**src/design/epl_pkg.sv**
```systemverilog
// Purpose: constants for the power-management capability loader
// Assumes: config word is 16 bits, registers are 32 bits
// Notes: field positions, widths and reset defaults, no timing
package epl_pkg;
  localparam int CFG_W = 16;
  localparam int REG_W = 32;
  // config word fields
  localparam int CFG_VER_LO = 0;
  localparam int CFG_VER_HI = 2;
  localparam int CFG_CLK_BIT = 3;
  localparam int CFG_DSI_BIT = 5;
  localparam int CFG_D1_BIT = 9;
  // capability register fields
  localparam int PMC_VER_LO = 0;
  localparam int PMC_VER_HI = 2;
  localparam int PMC_CLK_BIT = 3;
  localparam int PMC_DSI_BIT = 5;
  localparam int PMC_D1_BIT = 9;
  // capability-id register fields
  localparam int CID_VER_LO = 16;
  localparam int CID_VER_HI = 18;
  localparam int CID_CLK_BIT = 19;
  localparam int CID_DSI_BIT = 21;
  localparam int CID_D1_BIT = 25;
  // reset defaults, used when no eeprom answers
  localparam logic [31:0] PMC_RESET = 32'h0000_0002;
  localparam logic [31:0] CID_RESET = 32'h0002_0001;
endpackage

```
**src/design/epl_loader.sv**
```systemverilog
// Purpose: copy eeprom power-management fields into capability registers
// Assumes: cfg_valid pulses once the eeprom word has been read
// Notes: loads once per reset; defaults kept with no eeprom
`timescale 1ns/1ps
module epl_loader
  import epl_pkg::*;
(
  input wire logic clk, // 100 MHz clock
  input wire logic rst, // sync reset, high
  input wire logic eeprom_present, // eeprom detected
  input wire logic cfg_valid, // config word valid pulse
  input wire logic [CFG_W-1:0] eeprom_config_word, // word from eeprom
  output logic [REG_W-1:0] power_mgmt_capability_reg, // capability reg
  output logic [REG_W-1:0] capability_id_config_reg, // capability-id reg
  output logic load_done, // copy finished, config space readable
  output logic dsi_required, // special init needed
  output logic wake_event_clock_needed // wake event needs pci clock
);

  // ****************************************************
  // load control
  // ****************************************************
  logic loaded_reg;
  logic take;
  // only the first word after reset is taken; later pulses are ignored
  assign take = cfg_valid && eeprom_present && !loaded_reg;

  // done flag; without eeprom the defaults stand and done rises at once
  always_ff @(posedge clk)
  begin
    if (rst)
      loaded_reg <= 1'b0;
    else if (take || !eeprom_present)
      loaded_reg <= 1'b1;
  end
  assign load_done = loaded_reg;

  // ****************************************************
  // field copies
  // ****************************************************
  logic [REG_W-1:0] pmc_next;
  logic [REG_W-1:0] cid_next;

  // width of the version field, shared by the word and both registers
  localparam int VER_W = CFG_VER_HI - CFG_VER_LO + 1;

  // one routine lays the loaded fields over a register image; both
  // registers share it so the word-side bit map lives in one place
  function automatic logic [REG_W-1:0] place_fields(
    input logic [REG_W-1:0] base, // register image before the load
    input logic [CFG_W-1:0] word, // word from the eeprom
    input int ver_lo, // lowest version bit in the register
    input int clk_bit, // clock-flag bit in the register
    input int dsi_bit, // init-flag bit in the register
    input int d1_bit // D1-flag bit in the register
  );
    logic [REG_W-1:0] img;
    img = base;
    img[dsi_bit] = word[CFG_DSI_BIT];
    img[clk_bit] = word[CFG_CLK_BIT];
    img[ver_lo +: VER_W] = word[CFG_VER_LO +: VER_W];
    img[d1_bit] = word[CFG_D1_BIT];
    return img;
  endfunction

  // both images start from the live registers, so bits outside the
  // loaded fields keep their reset defaults through the load
  always_comb
  begin
    pmc_next = place_fields(power_mgmt_capability_reg, eeprom_config_word,
      PMC_VER_LO, PMC_CLK_BIT, PMC_DSI_BIT, PMC_D1_BIT);
    cid_next = place_fields(capability_id_config_reg, eeprom_config_word,
      CID_VER_LO, CID_CLK_BIT, CID_DSI_BIT, CID_D1_BIT);
  end

  // registers hold defaults until the one load
  always_ff @(posedge clk)
  begin
    if (rst)
    begin
      power_mgmt_capability_reg <= PMC_RESET;
      capability_id_config_reg <= CID_RESET;
    end
    else if (take)
    begin
      power_mgmt_capability_reg <= pmc_next;
      capability_id_config_reg <= cid_next;
    end
  end

  // advertised capability levels follow the loaded bits
  assign dsi_required = power_mgmt_capability_reg[PMC_DSI_BIT];
  assign wake_event_clock_needed =
    power_mgmt_capability_reg[PMC_CLK_BIT];

  // bits a load may change; the keep check needs the complement
  function automatic logic [REG_W-1:0] field_mask(
    input int ver_lo, // lowest version bit
    input int clk_bit, // clock-flag bit
    input int dsi_bit, // init-flag bit
    input int d1_bit // D1-flag bit
  );
    logic [REG_W-1:0] m;
    m = '0;
    m[ver_lo +: VER_W] = '1;
    m[clk_bit] = 1'b1;
    m[dsi_bit] = 1'b1;
    m[d1_bit] = 1'b1;
    return m;
  endfunction
endmodule

```
**config.mk**
```make
export PLATFORM = sky130hd
export DESIGN_NAME = epl_loader
export DESIGN_NICKNAME = d
export VERILOG_FILES = /design/src/design/epl_pkg.sv /design/src/design/epl_loader.sv
export SDC_FILE = /design/constraint.sdc
export NUM_CORES = 1
export LEC_CHECK = 0
export BUFFER_PORTS_ARGS = -buffer_cell sky130_fd_sc_hd__buf_4
export CAP_MARGIN = 20
export CORE_ASPECT_RATIO = 0.7
export CORE_UTILIZATION = 36
export CTS_CLUSTER_DIAMETER = 100
export CTS_CLUSTER_SIZE = 20
export DETAILED_ROUTE_END_ITERATION = 8
export PLACE_DENSITY = 0.85
export SYNTH_ARGS = -nofsm -noshare
export SYNTH_HDL_FRONTEND = slang
export SYNTH_SLANG_ARGS = --single-unit
```
**constraint.sdc**
```tcl
create_clock -name clk -period 2.1 [get_ports clk]
set_clock_uncertainty 0.2 [all_clocks]
set_input_delay 0.42 -clock clk [delete_from_list [all_inputs] [get_ports clk]]
set_output_delay 0.42 -clock clk [all_outputs]
set_load 0.01 [all_outputs]
```
Word level (Yosys, flattened, before mapping)
Index checks and enable logic that the tools add are counted. W data, S select, Z words.

Register bits: 7. Latch bits: 0. RAM bits: 0. Bits in read-only memories: 0. Input port bits: 20. Output and inout port bits: 67. Word-level logic and storage cells: 7. Memories: 0.

$add $sub $neg: 0. $mul: 0. Div/mod/pow operators: 0. Magnitude comparators: 0. Equality and inequality tests: 0. Shifts and indexed selects: 0. Mux-type cells: 0. Bitwise logic cells: 0. Reduce and logical (&&, ||, !) cells: 5.

Operators by type and width (count): $logic_and A1 B1 Y1 (2); $logic_not A1 Y1 (2); $logic_or A1 B1 Y1 (1).

Longest topological paths before layout
Depth in word-level cells: 3. Mapped depth: 3. Mapped depth without buffers: 2.

Worst setup path after synthesis
No wires, ideal clock.

Path kind: register to output. Start point: register capability_id_config_reg[19]. End point: output capability_id_config_reg[19]. Arrival time: 0.530 ns. Required time: 1.480 ns. Slack: 0.950 ns. Cell stages (with the launch flop): 2. Path buffers: 1. Cell sequence: dfxtp_1 buf_4.

RTL lines: from (decl) (RTL line epl_loader.sv:14) `output logic [REG_W-1:0] capability_id_config_reg,`; from (signal assigned) (RTL line epl_loader.sv:87) `capability_id_config_reg <= cid_next;`.

No word-level cell between the ends.

==> flow_metrics.tcl <==
set metrics [dict create \
    cp_max_fo 4 \
    cp-end-kind "output pin" \
    violations "DRC" \
    grt.total_usage 0.07025 \
    grt_pass1_vias 275 \
    setup_viol 0 \
    drc 8 \
    crit_chain "buf_4" \
    synth_warnings 0 \
    hold_violations 0 \
    cp.required_ps 1480 \
    synth_area_per_cell_um2 8.296 \
    die_h_um 40.53 \
    synth_cell_type_count 10 \
    netlist_area_um2 763.2 \
    clock_latency_ps 250 \
    yosys_register_bits 7 \
    grt_start_max_net_pins 14 \
    cts.path.max_buffers 2 \
    vias_per_cell 3.285 \
    die-area_um2 2311 \
    cap_violations 0 \
    start_util 0.3977 \
    cp.arrival_ps 750 \
    p_total_w 0.0003633 \
    cts_resized 0 \
    crit_buf_inv 1 \
    n_fill_cell 203 \
    grt_overflow 0 \
    drtAntennaViolNets 0 \
    critPathSlowestCell "dfxtp_1" \
    slew_violations 0 \
    io_pins 87 \
    seq_area_frac_synth 0.1836 \
    outcome "finished, violations left" \
    fin_tns_setup_ps 0 \
    wirelength_um 948 \
    wire_per_inst_um 7.292 \
    post-route-min-period_ps 1372 \
    cts.sinks 7 \
    gp_congestion 0.5723 \
    area_growth_syn_to_layout_pct -5.738 \
    coreArea_um2 1919 \
    port_buffers 24 \
    power.leakage_nw 0.4112 \
    place_hpwl_um 837.6 \
    vias 427 \
    nets 129 \
    clk_pin_slew_ps 50 \
    cp-start-kind "flip-flop" \
    rsz0062_at_grt "no" \
    seq_area_um2 140.1 \
    die_w_um 57.04 \
    numCtsBuffers 3 \
    cts_tree "done" \
    fmax_ghz 0.7291 \
    post-route-period-util 0.6531 \
    crit_family "flip-flops" \
    multi_input_area_um2 345.3 \
    hold_buffers 0 \
    largest_reg_flops 6 \
    layout-drive-gt1-share 0.2500 \
    rows 13 \
    hold_path.class "primary input to flip-flop" \
    synthCells 92 \
    drt_iter0_drc 15 \
    critical_path.max_stage_delay_ps 360 \
    path_class "flip-flop to output pin" \
    grt_pass1_wl_mm 1.110 \
    antenna_found_initial 0 \
    firstDrtPassIters 6 \
    powerDensity_nw_per_um2 504.9 \
    antenna_cells 0 \
    cts_setup_buffers 0 \
    cts_root_buf "clkbuf_4" \
    irDropWorstVdd_mv 0.1571 \
    htree_levels 1 \
]
area by class of cell:
type / count / area share
flip-flops and latches: 7 / 0.1948
clock buffers: 4 / 0.03652
multi-input cells: 73 / 0.4800
repair buffers: 24 / 0.2504
well taps: 22 / 0.03826
report_power, final:
| group | leakage, nW | internal, W | switching (W) |
|---|---|---|---|
| Clock | 0.0150 | 0.0000725 | 0.0000494 |
| Combinational | 0.339 | 0.0000340 | 0.0000636 |
| Sequential | 0.0573 | 0.000139 | 0.00000460 |
| Total | 0.411 | 0.000246 | 0.000118 |
worst paths after layout:
path | start | to | slack [ps] | cells past startpoint
max | capability_id_config_reg[19]$_SDFFE_PP0P_ | power_mgmt_capability_reg[3] | 730 | 1
min | cfg_valid | load_done$_SDFFE_PP0P_ | 190 | 3
min reg2reg | load_done$_SDFFE_PP0P_ | load_done$_SDFFE_PP0P_ | 290 | 2
max reg2reg | load_done$_SDFFE_PP0P_ | capability_id_config_reg[18]$_SDFFE_PP0P_ | 850 | 2
cell usage after synthesis:
| master | count | share of area |
|---|---|---|
| mux2i_1 | 6 | 0.079 |
| conb_1 | 2 | 0.0098 |
| clkbuf_1 | 1 | 0.0049 |
| nand2b_1 | 10 | 0.082 |
| dfxtp_1 | 7 | 0.18 |
| and3b_1 | 1 | 0.011 |
| buf_4 | 60 | 0.59 |
| buf_6 | 1 | 0.015 |
| nor3b_1 | 1 | 0.0098 |
| nor2_1 | 3 | 0.015 |
metal layers:
| metal | wire length, µm | up-vias | track usage |
|---|---|---|---|
| li1 | - | 200 | - |
| met1 | 264 | 190 | 0.06122 |
| met2 | 550 | 37 | 0.1382 |
| met3 | 133 | 0 | 0.03871 |
| met4 | 0 | 0 | 0.03659 |
| met5 | 0 | - | 0 |
cells by family (layout without fill, tap and decap cells):
family,after synthesis,in the layout,share of synthesized area
DFF,7,7,0.1836
and+or+nand+nor,15,15,0.1180
buffers and inverters,62,28,0.6098
muxes,6,6,0.07869
other,2,52,0.009840
placed cells by master (no fill, tap or decap):
cell | synthesis | final
conb_1 | 2 | 52
buf_4 | 60 | 24
nand2b_1 | 10 | 10
dfxtp_1 | 7 | 7
mux2i_1 | 6 | 6
nor2_1 | 3 | 3
clkbuf_4 | 0 | 3
and3b_1 | 1 | 1
nor3b_1 | 1 | 1
clkbuf_1 | 1 | 1
per-stage QoR:
step | util | setup WS, ps | instances | instance area, µm² | hold slack [ps]
after floorplan | - | 950.3 | 142 | 950.9 | 304.9
after global placement | 0.3611 | 719.7 | 126 | 693.2 | 279.8
after detailed placement | 0.3611 | 676.6 | 126 | 693.2 | 291.7
after CTS | 0.3748 | 704.7 | 130 | 719.4 | 182.6
after global routing | 0.3748 | 676.9 | 130 | 719.4 | 223.7
final | 0.3748 | 728.5 | 130 | 719.4 | 188.7
(Power assumes the default switching activity.)
